<file path="src/inc/pbco_consts.svh">
// Purpose: Constants for the port B/C alternate function override block.
// Assumes: 100 MHz system clock.
// Notes:   Times are in nanoseconds; cycle counts derive from them.
`ifndef PBCO_CONSTS_SVH
`define PBCO_CONSTS_SVH
`define PBCO_CLK_PERIOD_NS   10
`define PBCO_SPIKE_NS        50
// Spikes shorter than the limit are rejected, so the filter needs a whole number of cycles, rounded up.
`define PBCO_SPIKE_CYC       ((`PBCO_SPIKE_NS + `PBCO_CLK_PERIOD_NS - 1) / `PBCO_CLK_PERIOD_NS)
`define PBCO_PINB_SS         2
`define PBCO_PINB_MOSI       3
`define PBCO_PINB_OCA        1
`define PBCO_PINB_CAP        0
`define PBCO_PINC_RST        6
`define PBCO_PINC_CLK        5
`define PBCO_PINC_DAT        4
`define PBCO_RESET_BYTE      8'h00
`endif

</file>
<file path="src/inc/pbco_pkg.sv">
// Purpose: Types for the port B/C alternate function override block.
// Assumes: Nothing beyond the constants header.
// Notes:   The filter state enum is shared with its leaf module.
package pbco_pkg;
  typedef enum logic [0:0] {
    PBCO_LOW  = 1'b0,
    PBCO_HIGH = 1'b1
  } pbco_level_t;
endpackage

</file>
<file path="src/rtl/pbco_spike_filter.sv">
// Purpose: Rejects pulses shorter than a set number of cycles on one line.
// Assumes: Input already synchronised to clk.
// Notes:   Output changes only after the input held a new level for CYCLES edges.
`timescale 1ns/1ps
`default_nettype none
`include "pbco_consts.svh"
module pbco_spike_filter #(
  parameter int CYCLES = `PBCO_SPIKE_CYC
) (
  // Clock and reset
  input  wire logic clk,
  input  wire logic arst_n,
  // Line
  input  wire logic lineIn,
  output var  logic lineOut
);
  localparam int CW = $clog2(CYCLES + 1);
  logic [CW-1:0] count;
  pbco_pkg::pbco_level_t level;
  wire differs = (lineIn != level);
  wire done    = (count == CW'(CYCLES - 1));
  always_ff @(posedge clk or negedge arst_n) begin
    if (!arst_n) begin
      count <= '0;
      level <= pbco_pkg::PBCO_HIGH;
    end else if (!differs) begin
      count <= '0;
    end else if (done) begin
      count <= '0;
      level <= pbco_pkg::pbco_level_t'(lineIn);
    end else begin
      count <= count + CW'(1);
    end
  end
  assign lineOut = level;
endmodule
`default_nettype wire

</file>
<file path="src/rtl/pbco_override.sv">
// Purpose: Override logic giving port B pins 0..3 and port C pins 4..6 to alternate functions.
// Assumes: Port bits and peripheral signals come from clk-domain logic; pads are asynchronous.
// Notes:   Pad inputs pass two flops; all outputs are registered, so they lag a port bit or peripheral change by one edge.
`timescale 1ns/1ps
`default_nettype none
`include "pbco_consts.svh"
module pbco_override (
  // Clock and reset
  input  wire logic       clk,
  input  wire logic       arst_n,
  // Port B general-purpose bits, pins 0..3
  input  wire logic [3:0] dirBitPortb,
  input  wire logic [3:0] outBitPortb,
  // Port C general-purpose bits, pins 4..6 in positions 4..6
  input  wire logic [6:0] dirBitPortc,
  input  wire logic [6:0] outBitPortc,
  input  wire logic       globalPullupDisable,
  input  wire logic       resetPinDisableFuse,
  // Pads
  input  wire logic [3:0] padInPortb,
  input  wire logic [6:0] padInPortc,
  output logic      [3:0] padOutPortb,
  output logic      [3:0] padOePortb,
  output logic      [3:0] padPullupPortb,
  output logic      [6:0] padOutPortc,
  output logic      [6:0] padOePortc,
  output logic      [6:0] padPullupPortc,
  // Port readback
  output logic      [3:0] inBitPortb,
  output logic      [6:0] inBitPortc,
  output logic      [6:0] dirReadPortc,
  output logic      [6:0] outReadPortc,
  // SPI
  input  wire logic       spiEnableBit,
  input  wire logic       spiMasterSelect,
  input  wire logic       spiMasterOut,
  input  wire logic       spiSlaveOut,
  output logic            spiSlaveIn,
  output logic            spiMasterIn,
  output logic            spiSlaveSelectIn,
  output logic            spiSlaveActive,
  // MISO pad of the shared pin (pin B4)
  input  wire logic       padInMiso,
  output logic            padOutMiso,
  output logic            padOeMiso,
  input  wire logic       dirBitMiso,
  // Timers
  input  wire logic       timer2CompareOut,
  input  wire logic       timer2CompareEn,
  input  wire logic       timer1CompareAOut,
  input  wire logic       timer1CompareAEn,
  input  wire logic       timer1CompareBOut,
  input  wire logic       timer1CompareBEn,
  output logic            timer1CaptureIn,
  // Reset circuitry
  output logic            resetPinLevel,
  // Two-wire interface
  input  wire logic       twowireEnable,
  input  wire logic       twowireClkDriveLow,
  input  wire logic       twowireDatDriveLow,
  output logic            twowireClkIn,
  output logic            twowireDatIn
);
  // ====================================================================
  // Input synchronisers
  logic [3:0] syncB1, syncB2;
  logic [6:0] syncC1, syncC2;
  logic       syncM1, syncM2;
  always_ff @(posedge clk or negedge arst_n) begin
    if (!arst_n) begin
      syncB1 <= 4'h0;
      syncB2 <= 4'h0;
      syncC1 <= 7'h00;
      syncC2 <= 7'h00;
      syncM1 <= 1'b0;
      syncM2 <= 1'b0;
    end else begin
      syncB1 <= padInPortb;
      syncB2 <= syncB1;
      syncC1 <= padInPortc;
      syncC2 <= syncC1;
      syncM1 <= padInMiso;
      syncM2 <= syncM1;
    end
  end

  // ====================================================================
  // Two-wire spike filters
  // The filters run on the synchronised pad level, ahead of the two-wire logic.
  logic filtClk, filtDat;
  pbco_spike_filter #(.CYCLES(`PBCO_SPIKE_CYC)) u_filtClk (
    .clk     (clk),
    .arst_n  (arst_n),
    .lineIn  (syncC2[`PBCO_PINC_CLK]),
    .lineOut (filtClk)
  );
  pbco_spike_filter #(.CYCLES(`PBCO_SPIKE_CYC)) u_filtDat (
    .clk     (clk),
    .arst_n  (arst_n),
    .lineIn  (syncC2[`PBCO_PINC_DAT]),
    .lineOut (filtDat)
  );

  // ====================================================================
  // Override signals
  wire spiMaster = spiEnableBit & spiMasterSelect;
  wire spiSlave  = spiEnableBit & ~spiMasterSelect;
  // Pins B2/B3: a slave forces input; pull-up then from the output bit.
  wire [3:0] dirOvEn  = {spiSlave, spiSlave, 2'b00};
  wire [3:0] dirOvVal = 4'h0;
  wire [3:0] puOvEn   = {spiSlave, spiSlave, 2'b00};
  wire [3:0] puOvVal  = outBitPortb & {4{~globalPullupDisable}};
  // Value overrides only steer the level; the driver stays with the direction bit.
  wire b3ValEn  = spiMaster | timer2CompareEn;
  wire b3Val    = (spiMaster & spiMasterOut) | (timer2CompareEn & timer2CompareOut);
  wire [3:0] valOvEn  = {b3ValEn, timer1CompareBEn, timer1CompareAEn, 1'b0};
  wire [3:0] valOvVal = {b3Val, timer1CompareBOut, timer1CompareAOut, 1'b0};

  // Generic pad equations shared by all port B pins.
  wire [3:0] defPuB   = ~dirBitPortb & outBitPortb & {4{~globalPullupDisable}};
  wire [3:0] next_oeB = (dirOvEn & dirOvVal) | (~dirOvEn & dirBitPortb);
  wire [3:0] next_puB = (puOvEn & puOvVal) | (~puOvEn & defPuB);
  wire [3:0] next_outB = (valOvEn & valOvVal) | (~valOvEn & outBitPortb);

  // Port C: pin 6 reset, pins 5/4 two-wire open-drain.
  wire rstIo   = resetPinDisableFuse;
  wire [6:0] defPuC   = ~dirBitPortc & outBitPortc & {7{~globalPullupDisable}};
  wire [6:0] twMask   = {1'b0, twowireEnable, twowireEnable, 4'h0};
  wire [6:0] rstMask  = {~rstIo, 6'h00};
  wire [6:0] twOe     = {1'b0, twowireClkDriveLow, twowireDatDriveLow, 4'h0};
  wire [6:0] next_oeC = (twMask & twOe) | (~twMask & ~rstMask & dirBitPortc);
  wire [6:0] next_outC = ~twMask & ~rstMask & outBitPortc;
  // Unprogrammed fuse: the reset pin keeps its pull-up on.
  wire [6:0] next_puC = rstMask | (~twMask & ~rstMask & defPuC);
  wire [6:0] next_inC = ~twMask & ~rstMask & syncC2;

  // ====================================================================
  // Registered outputs
  always_ff @(posedge clk or negedge arst_n) begin
    if (!arst_n) begin
      padOutPortb      <= 4'h0;
      padOePortb       <= 4'h0;
      padPullupPortb   <= 4'h0;
      padOutPortc      <= 7'h00;
      padOePortc       <= 7'h00;
      padPullupPortc   <= 7'h00;
      inBitPortb       <= 4'h0;
      inBitPortc       <= 7'h00;
      dirReadPortc     <= 7'h00;
      outReadPortc     <= 7'h00;
      spiSlaveIn       <= 1'b0;
      spiMasterIn      <= 1'b0;
      spiSlaveSelectIn <= 1'b1;
      spiSlaveActive   <= 1'b0;
      padOutMiso       <= 1'b0;
      padOeMiso        <= 1'b0;
      timer1CaptureIn  <= 1'b0;
      resetPinLevel    <= 1'b1;
      twowireClkIn     <= 1'b1;
      twowireDatIn     <= 1'b1;
    end else begin
      padOutPortb      <= next_outB;
      padOePortb       <= next_oeB;
      padPullupPortb   <= next_puB;
      padOutPortc      <= next_outC;
      padOePortc       <= next_oeC;
      padPullupPortc   <= next_puC;
      inBitPortb       <= syncB2;
      inBitPortc       <= next_inC;
      dirReadPortc     <= ~rstMask & dirBitPortc;
      outReadPortc     <= ~rstMask & outBitPortc;
      spiSlaveIn       <= syncB2[`PBCO_PINB_MOSI];
      spiMasterIn      <= syncM2;
      spiSlaveSelectIn <= syncB2[`PBCO_PINB_SS];
      spiSlaveActive   <= spiSlave & ~syncB2[`PBCO_PINB_SS];
      padOutMiso       <= spiSlave ? spiSlaveOut : 1'b0;
      padOeMiso        <= ~spiMaster & dirBitMiso;
      timer1CaptureIn  <= syncB2[`PBCO_PINB_CAP];
      resetPinLevel    <= rstIo | syncC2[`PBCO_PINC_RST];
      twowireClkIn     <= filtClk;
      twowireDatIn     <= filtDat;
    end
  end
endmodule
`default_nettype wire

</file>
<file path="config.mk">
export PLATFORM = sky130hd
export DESIGN_NAME = pbco_override
export DESIGN_NICKNAME = d
export VERILOG_FILES = /design/src/inc/pbco_pkg.sv /design/src/rtl/pbco_spike_filter.sv /design/src/rtl/pbco_override.sv
export VERILOG_INCLUDE_DIRS = /design/src /design/src/inc
export SDC_FILE = /design/constraint.sdc
export NUM_CORES = 1
export LEC_CHECK = 0
export BUFFER_PORTS_ARGS = -buffer_cell sky130_fd_sc_hd__buf_2
export CORE_AREA = 5 5 103 76
export DETAILED_ROUTE_END_ITERATION = 8
export DIE_AREA = 0 0 108 81
export GPL_TIMING_DRIVEN = 0
export PLACE_DENSITY_LB_ADDON = 0.1
export SKIP_LAST_GASP = 1
export SLEW_MARGIN = 20
export SYNTH_ARGS = -nofsm -noshare
export SYNTH_HDL_FRONTEND = slang
export SYNTH_SLANG_ARGS = --single-unit
</file>
<file path="constraint.sdc">
create_clock -name clk -period 2.9 [get_ports clk]
set_input_delay 0.145 -clock clk [delete_from_list [all_inputs] [get_ports clk]]
set_output_delay 0.145 -clock clk [all_outputs]
set_load 0.02 [all_outputs]
</file>
## Word-level counts from Yosys, hierarchy flattened

Cells that the tools add are included.

| cells by class | value |
|---|---|
| mux-type cells | 5 |
| eq/ne operators | 4 |
| $add $sub $neg | 2 |
| reductions and logical operators | 2 |
| bitwise operators | 42 |

Operators by type and width:

| operator | count |
|---|---|
| $and 7x7->7 | 9 |
| $and 4x4->4 | 8 |
| $not 7->7 | 2 |
| $mux 3 | 4 |
| $not 4->4 | 3 |
| $or 4x4->4 | 2 |
| $not 6->7 | 1 |
| $or 6x7->7 | 1 |
| $or 7x7->7 | 1 |
| $add 3x1->3 const B | 2 |
| $and 1x1->1 | 6 |
| $and 6x6->6 | 1 |
| $eq 3x3->1 const B | 2 |
| $not 1->1 | 5 |
| $reduce_and 2->1 | 2 |
| $or 1x1->1 | 3 |
| $ne 1x1->1 | 2 |
| $mux 1 | 1 |

| storage, ports and cells | value |
|---|---|
| output and inout port bits | 68 |
| register bits | 100 |
| word-level logic and storage cells | 85 |

## Logic depth before layout (Yosys ltp)

Gate-level depths: netlist of run 1.

| depth | value |
|---|---|
| word-level depth | 5 |
| depth in mapped cells | 4 |
| depth with buffers taken out | 4 |

## Cells and area by module

A second synthesis of run 1 with hierarchy kept.

| unflattened totals | value |
|---|---|
| cell total of the unflattened synthesis | 162 |
| area, all modules | 2755.1 um2 |

Modules (own cells, without submodules):

| module | area each (um2) | times used | sequential area each (um2) | cells each |
|---|---|---|---|---|
| pbco_override | 2372.3 | 1 | 2006.9 | 130 |
| pbco_spike_filter | 191.4 | 2 | 101.3 | 16 |

## Least setup slack after synthesis of run 1

OpenSTA, ideal clock, no wires.

| path | value |
|---|---|
| path type | register to register |
| from | reg u_filtClk.count[0] |
| to | reg u_filtClk.count[2] |
| period minus slack after synthesis | 1.132 ns |
| arrival time | 1.058 ns |
| setup slack | 1.768 ns |
| cell stages (with the launch flop) | 5 |
| buffers on the path | 0 |
| path through | dfrtp_1 > inv_1 > ha_1 > or3b_1 > a21oi_2 |

| on the way | value |
|---|---|
| word-level cells in the longest chain between the ends | 3 |
| elaborated cells on any way between the ends | 4 |

Ends and longest elaborated chain:

| element | line | text |
|---|---|---|
| start: declaration | pbco_spike_filter.sv:18 | `logic [CW-1:0] count;` |
| start signal: assignment | pbco_spike_filter.sv:32 | `count <= count + CW'(1);` |
| $add 3x1->3 / $eq 3x3->1 (equally long branches) | pbco_spike_filter.sv:32, pbco_spike_filter.sv:21 |  |
| $mux 3 (*) | pbco_spike_filter.sv:28 | `end else if (done) begin` |
| $mux 3 (*) | pbco_spike_filter.sv:26 | `end else if (!differs) begin` |

Every way passes the cells marked *; elsewhere a longest branch is shown, timed or not.
A chain may end at the register's enable or synchronous reset.

## Worst setup path in the final report of run 1

| path | value |
|---|---|
| from | in dirBitPortc[6] |
| to | reg padPullupPortc[6] |

| on the way | value |
|---|---|
| word-level cells in the longest chain between the ends | 5 |

Ends and longest elaborated chain:

| element | line | text |
|---|---|---|
| start: declaration | pbco_override.sv:15 | `input wire logic [6:0] dirBitPortc,` |
| $not 7->7 | pbco_override.sv:127 | `wire [6:0] defPuC = ~dirBitPortc & outBitPortc & {7{~globalPullupDisable}};` |
| $and 7x7->7 (2 in a row) | pbco_override.sv:127 |  |
| $and 7x7->7 | pbco_override.sv:134 | `wire [6:0] next_puC = rstMask \| (~twMask & ~rstMask & defPuC);` |
| $or 7x7->7 | pbco_override.sv:134 |  |
| net next_puC[6] | pbco_override.sv:134 |  |
| end signal: assignment | pbco_override.sv:167 | `padPullupPortc <= next_puC;` |
| end: declaration | pbco_override.sv:27 | `output logic [6:0] padPullupPortc,` |

The timed path passes the listed nets, and every way through them passes these cells.

==> results of run 1 <==
## cell usage after synthesis
cell type  count  area (um^2)
a21oi_1        2         10.0
a21oi_2        2         17.5
a221o_1        1         10.0
and2_1         6         37.5
and3_1         1         6.26
buf_2          1         5.00
buf_4         12         90.1
dfrtp_1       82         2050
dfstp_2        6          158
ha_1           4         50.1
inv_1          6         22.5
mux2_2         6         67.6
nand2_1        3         11.3
nand2b_1       5         31.3
nor2_1         2         7.51
nor2b_1        7         43.8
nor3b_1        9         67.6
nor3b_2        1         12.5
o31ai_1        1         7.51
or2_2          1         6.26
or3b_1         2         17.5
xnor2_1        2         17.5
## final timing paths
path	start	end	slack, ns	depth (start not counted)
max	dirBitPortc[6]	padPullupPortc[6]	1.56	4
min	outBitPortc[6]	outReadPortc[6]	0.03	2
max reg2reg	u_filtClk.count[0]	u_filtClk.count[2]	1.72	4
min reg2reg	syncM2	spiMasterIn	0.35	0
max in group asynchronous	arst_n	twowireDatIn	1.95	3
min in group asynchronous	arst_n	syncC1[3]	0.30	2
## final cells by class
type	instances	area, um^2
Fill cell	557	2580
Sequential cell	88	2210
Timing Repair Buffer	154	966
Multi-Input combinational cell	55	422
Clock buffer	10	128
Tap cell	94	118
Buffer	13	95.1
Clock inverter	6	92.6
Inverter	6	22.5
## cells by family (layout without fill, tap and decap cells)
logic type | Yosys count | count (layout) | synth area share, %
DFF | 88 | 88 | 80.4
buffers and inverters | 19 | 189 | 4.28
muxes | 6 | 6 | 2.46
AOI/OAI and AO/OA | 6 | 6 | 1.64
and+or+nand+nor | 37 | 37 | 8.79
xor gates and xnor gates | 2 | 2 | 0.637
adders and majority gates | 4 | 4 | 1.82
## per-layer routing
| metal | part of all wire (%) | up-vias | GRT usage (%) | wire [um] |
|---|---|---|---|---|
| li1 | - | 836 | - | - |
| met2 | 52 | 70 | 23.0 | 2850 |
| met3 | 8.4 | 8 | 5.08 | 466 |
| met1 | 38 | 862 | 15.8 | 2110 |
| met4 | 1.8 | 0 | 6.05 | 97 |
| met5 | 0 | - | 0 | 0 |
## sequential cells by signal, indices dropped and copies added (netlist names), 7 cells and up
| signal | cells |
|---|---|
| dirReadPortc | 7 |
| inBitPortc | 7 |
| outReadPortc | 7 |
| padPullupPortc | 7 |
| syncC1 | 7 |
| syncC2 | 7 |
## power by group through the flow
stage | Sequential (mW) | Combinational, mW | Clock [mW]
after floorplan | 1.49 | 0.141 | 0
after global placement | 1.42 | 0.359 | 0
after detailed placement | 1.43 | 0.368 | 0
after CTS | 1.40 | 0.405 | 0.939
after global routing | 1.42 | 0.446 | 0.994
final | 1.40 | 0.395 | 0.893
==> results.json, run 1 <==
{
  "antenna_cells": 0,
  "critPathCaptureType": "register",
  "grt_usage_pct": 13.7,
  "cp_cell_sequence": "dlygate4sd3_1 -> buf_2 -> o31ai_1 -> dlygate4sd3_1",
  "report.final.slew_viol_count": 0,
  "vias_per_cell": 4.17,
  "drtIter0Drc": 62,
  "die_w_um": 108,
  "drv_cap": 0,
  "syn-num-nets": 218,
  "stdcell_area_mm2": 0.00405,
  "clock_latency_ns": 0.34,
  "setup_tns_ns": 0,
  "preCtsSetupSlack_ns": 1.71,
  "final_common_cell": "buf_2",
  "cts_buffers": 9,
  "clk_pin_slew_ns": 0.09,
  "setup_slack_ns": 1.56,
  "leakagePower_nw": 2.04,
  "yosys_warnings": 0,
  "antenna_found_initial": 0,
  "drc": 0,
  "path_buf_inv": 3,
  "routed_wl_um": 5520,
  "skew_ns": 0.00420,
  "crit_top_cell": "dlygate4sd3_1",
  "die_height_um": 81,
  "hpwlAfterDp_um": 3950,
  "avgSynthCellArea_um2": 17.0,
  "p_sw_share_pct": 24.6,
  "cts_setup_buffers": 0,
  "grt_setup_unrepaired": "false",
  "nNetsFinal": 383,
  "crit_path_start_kind": "primary input",
  "path_max_fanout": 2,
  "final_cell_mix": "buf_2, dfrtp_1, dlygate4sd3_1",
  "fp-row-count": 25,
  "numClockSinks": 88,
  "cp.arrival_ns": 1.63,
  "num_vias": 1776,
  "clock-root-buffer": "clkbuf_8",
  "cts_resized": 0,
  "core-area_mm2": 0.00663,
  "setup_viol": 0,
  "critical_path_class": "in -> reg",
  "grt_start_max_net_pins": 52,
  "ys_ff_latch": 88,
  "grt_pass1_wl_um": 8950,
  "hold_path.class": "in -> reg",
  "slowest_stage": "dlygate4sd3_1",
  "place_inst": 376,
  "p_seq_share_pct": 52.1,
  "relSlewSlack_pct": 68.2,
  "synth_seq_area_share_pct": 80.4,
  "fmax_mhz": 745,
  "internal-power_mw": 2.03,
  "pwr-share-comb_pct": 14.7,
  "htreeDepth": 3,
  "cts_tree": "yes",
  "overflow": 0,
  "io_buffers": 119,
  "p_switching_uw": 663,
  "drt.antenna.violating_nets": 0,
  "post-route-period-util_pct": 46.3,
  "cts_buffer_depth": 2,
  "worst_hold_slack_ns": 0.0309,
  "ir_worst_vdd_v": 0.000360,
  "cp.required_ns": 3.18,
  "postSynthCellCount": 162,
  "instances_no_fill": 426,
  "placed_area_mm2": 0.00349,
  "avgRoutedWirePerCell_um": 13.0,
  "hold_violations": 0,
  "finalCriticalPeriod_ns": 1.34,
  "ys_types": 22,
  "hold_buffers": 34,
  "syn_area_mm2": 0.00275,
  "powerDensity_mw_per_mm2": 664,
  "critical-path-top-delay-family": "buffers and inverters",
  "utilization_pct": 61.1,
  "grt_pass1_vias": 1861,
  "die-area_mm2": 0.00875,
  "dr.pass1.iters": 4,
  "syn_to_final_growth_pct": 47.4,
  "outcome": "complete, no violations",
  "start_util_pct": 41.5,
  "cpPeakStageDelay_ns": 0.58,
  "gp_congestion": 0.731,
  "p_clk_share_pct": 33.2,
  "total_power_mw": 2.69,
  "drive_gt1_share_pct": 49.4,
  "ioPinCount": 120,
  "tightest_slew_ns": 0.477
}
No activity file was read; power rests on OpenSTA's default activity.
==> inputs of run 2 (changes only) <==
Clock period 2.9 ns to 1.2 ns, I/O delays scaled along.
==> results.json, run 2 (synthesis results as in run 1) <==
{
  "drt.antenna.violating_nets": 0,
  "hold_path.class": "in -> reg",
  "drtIter0Drc": 61,
  "clock-root-buffer": "clkbuf_8",
  "gp_congestion": 0.731,
  "tightest_slew_ns": 0.476,
  "ir_worst_vdd_v": 0.000875,
  "hold_violations": 0,
  "routed_wl_um": 5750,
  "finalCriticalPeriod_ns": 1.19,
  "seq_area_mm2": 0.00221,
  "setup_tns_ns": 0,
  "num_vias": 1837,
  "cts_buffers": 9,
  "grt_pass1_vias": 1940,
  "hpwlAfterDp_um": 3950,
  "numClockSinks": 88,
  "dr.pass1.iters": 4,
  "stdcell_area_mm2": 0.00422,
  "outcome": "complete, no violations",
  "die-area_mm2": 0.00875,
  "die_w_um": 108,
  "path_max_fanout": 2,
  "antenna_found_initial": 0,
  "grt_setup_unrepaired": "false",
  "post-route-period-util_pct": 99.5,
  "relSlewSlack_pct": 68.2,
  "grt_start_max_net_pins": 52,
  "vias_per_cell": 4.15,
  "reg2reg_depth": 3,
  "cp.arrival_ns": 1.42,
  "drv_cap": 0,
  "cp.required_ns": 1.43,
  "clk_pin_slew_ns": 0.09,
  "path_buf_inv": 3,
  "min_delay_path_depth": 3,
  "worst_hold_slack_ns": 0.0400,
  "die_height_um": 81,
  "drive_gt1_share_pct": 47.9,
  "critPathCaptureType": "register",
  "critical-path-top-delay-family": "buffers and inverters",
  "grt_usage_pct": 14.3,
  "nNetsFinal": 400,
  "overflow": 0,
  "htreeDepth": 3,
  "cts_buffer_depth": 2,
  "leakagePower_nw": 2.11,
  "start_util_pct": 41.5,
  "setup_viol": 0,
  "cpPeakStageDelay_ns": 0.55,
  "cts_tree": "yes",
  "slowest_stage": "dlygate4sd3_1",
  "report.final.slew_viol_count": 0,
  "crit_path_start_kind": "primary input",
  "powerDensity_mw_per_mm2": 1560,
  "placed_area_mm2": 0.00349,
  "crit_top_cell": "dlygate4sd3_1",
  "avgRoutedWirePerCell_um": 13.0,
  "ioPinCount": 120,
  "fillers": 528,
  "clock_latency_ns": 0.34,
  "final_cell_mix": "buf_2, dfrtp_1, dlygate4sd3_1",
  "fp-row-count": 25,
  "io_buffers": 119,
  "grt_pass1_wl_um": 9380,
  "syn_to_final_growth_pct": 53.5,
  "final_common_cell": "buf_2",
  "critical_path_class": "in -> reg",
  "cp_cell_sequence": "dlygate4sd3_1 -> buf_2 -> and2_1 -> dlygate4sd3_1",
  "multi_input_area_um2": 424,
  "drc": 0,
  "antenna_cells": 0,
  "core-area_mm2": 0.00663,
  "critical_path_depth": 4,
  "skew_ns": 0.00397,
  "fmax_mhz": 838
}
run 2: cell types whose count changed in the layout (fill, tap and decap cells not counted):
cell and delta:
buf_4 +2, dlygate4sd3_1 +15, ha_2 +1, ha_1 -1
run 2: report_power, final:
group,internal [mW],switching (mW),leakage (nW),total [mW]
logic,0.513,0.530,0.950,1.04
clock network,1.18,0.975,0.103,2.16
registers,3.27,0.115,1.06,3.39
run 2: worst paths after layout:
check                                   start            endpoint  slack, ns
max in group asynchronous              arst_n        twowireDatIn       0.34
min reg2reg                         syncC2[1]       inBitPortc[1]       0.35
max                            outBitPortc[6]     outReadPortc[6]      0.006
max reg2reg                u_filtClk.count[0]  u_filtClk.count[2]       0.03
min in group asynchronous              arst_n           syncC1[3]       0.22
min                              spiEnableBit           padOeMiso       0.04
run 2: layout make-up:
type                    count  share of cell area [%]
clock buffers              10                    3.02
plain buffers              13                    2.25
multi-input cells          55                    10.1
repair buffers            171                    26.8
well taps                  94                    2.79
clock inverters             6                    2.19
flip-flops and latches     88                    52.4
inverters                   6                   0.534
run 2: timing repair:
action | CTS | global route
hold endpoints to repair | 91 | 0
setup buffers | 0 | 2
hold buffers | 49 | 0
setup endpoints to repair | 0 | 2
resized for setup | 0 | 1
run 2: metal layers:
layer	up-vias	GRT usage (%)	wire (um)
met5	-	0	0
met3	10	5.08	450
met4	0	6.43	121
li1	870	-	-
met1	887	16.1	2190
met2	70	24.8	2990
run 2: worst reg2reg max path, stage by stage (launching register included):
cell	delay (ns)
dfrtp_1	0.40
ha_1	0.21
or3b_1	0.38
a21oi_2	0.11
run 2: per-stage QoR:
step	util [%]	instances	total power [mW]	setup slack [ns]
final	63.6	443	6.59	0.00649
after global routing	63.6	443	7.00	0.00262
after CTS	63.4	441	6.68	0.00443
after detailed placement	52.7	376	4.34	0.00634
after global placement	52.2	375	4.31	-0.677
after floorplan	-	162	3.95	0.0685
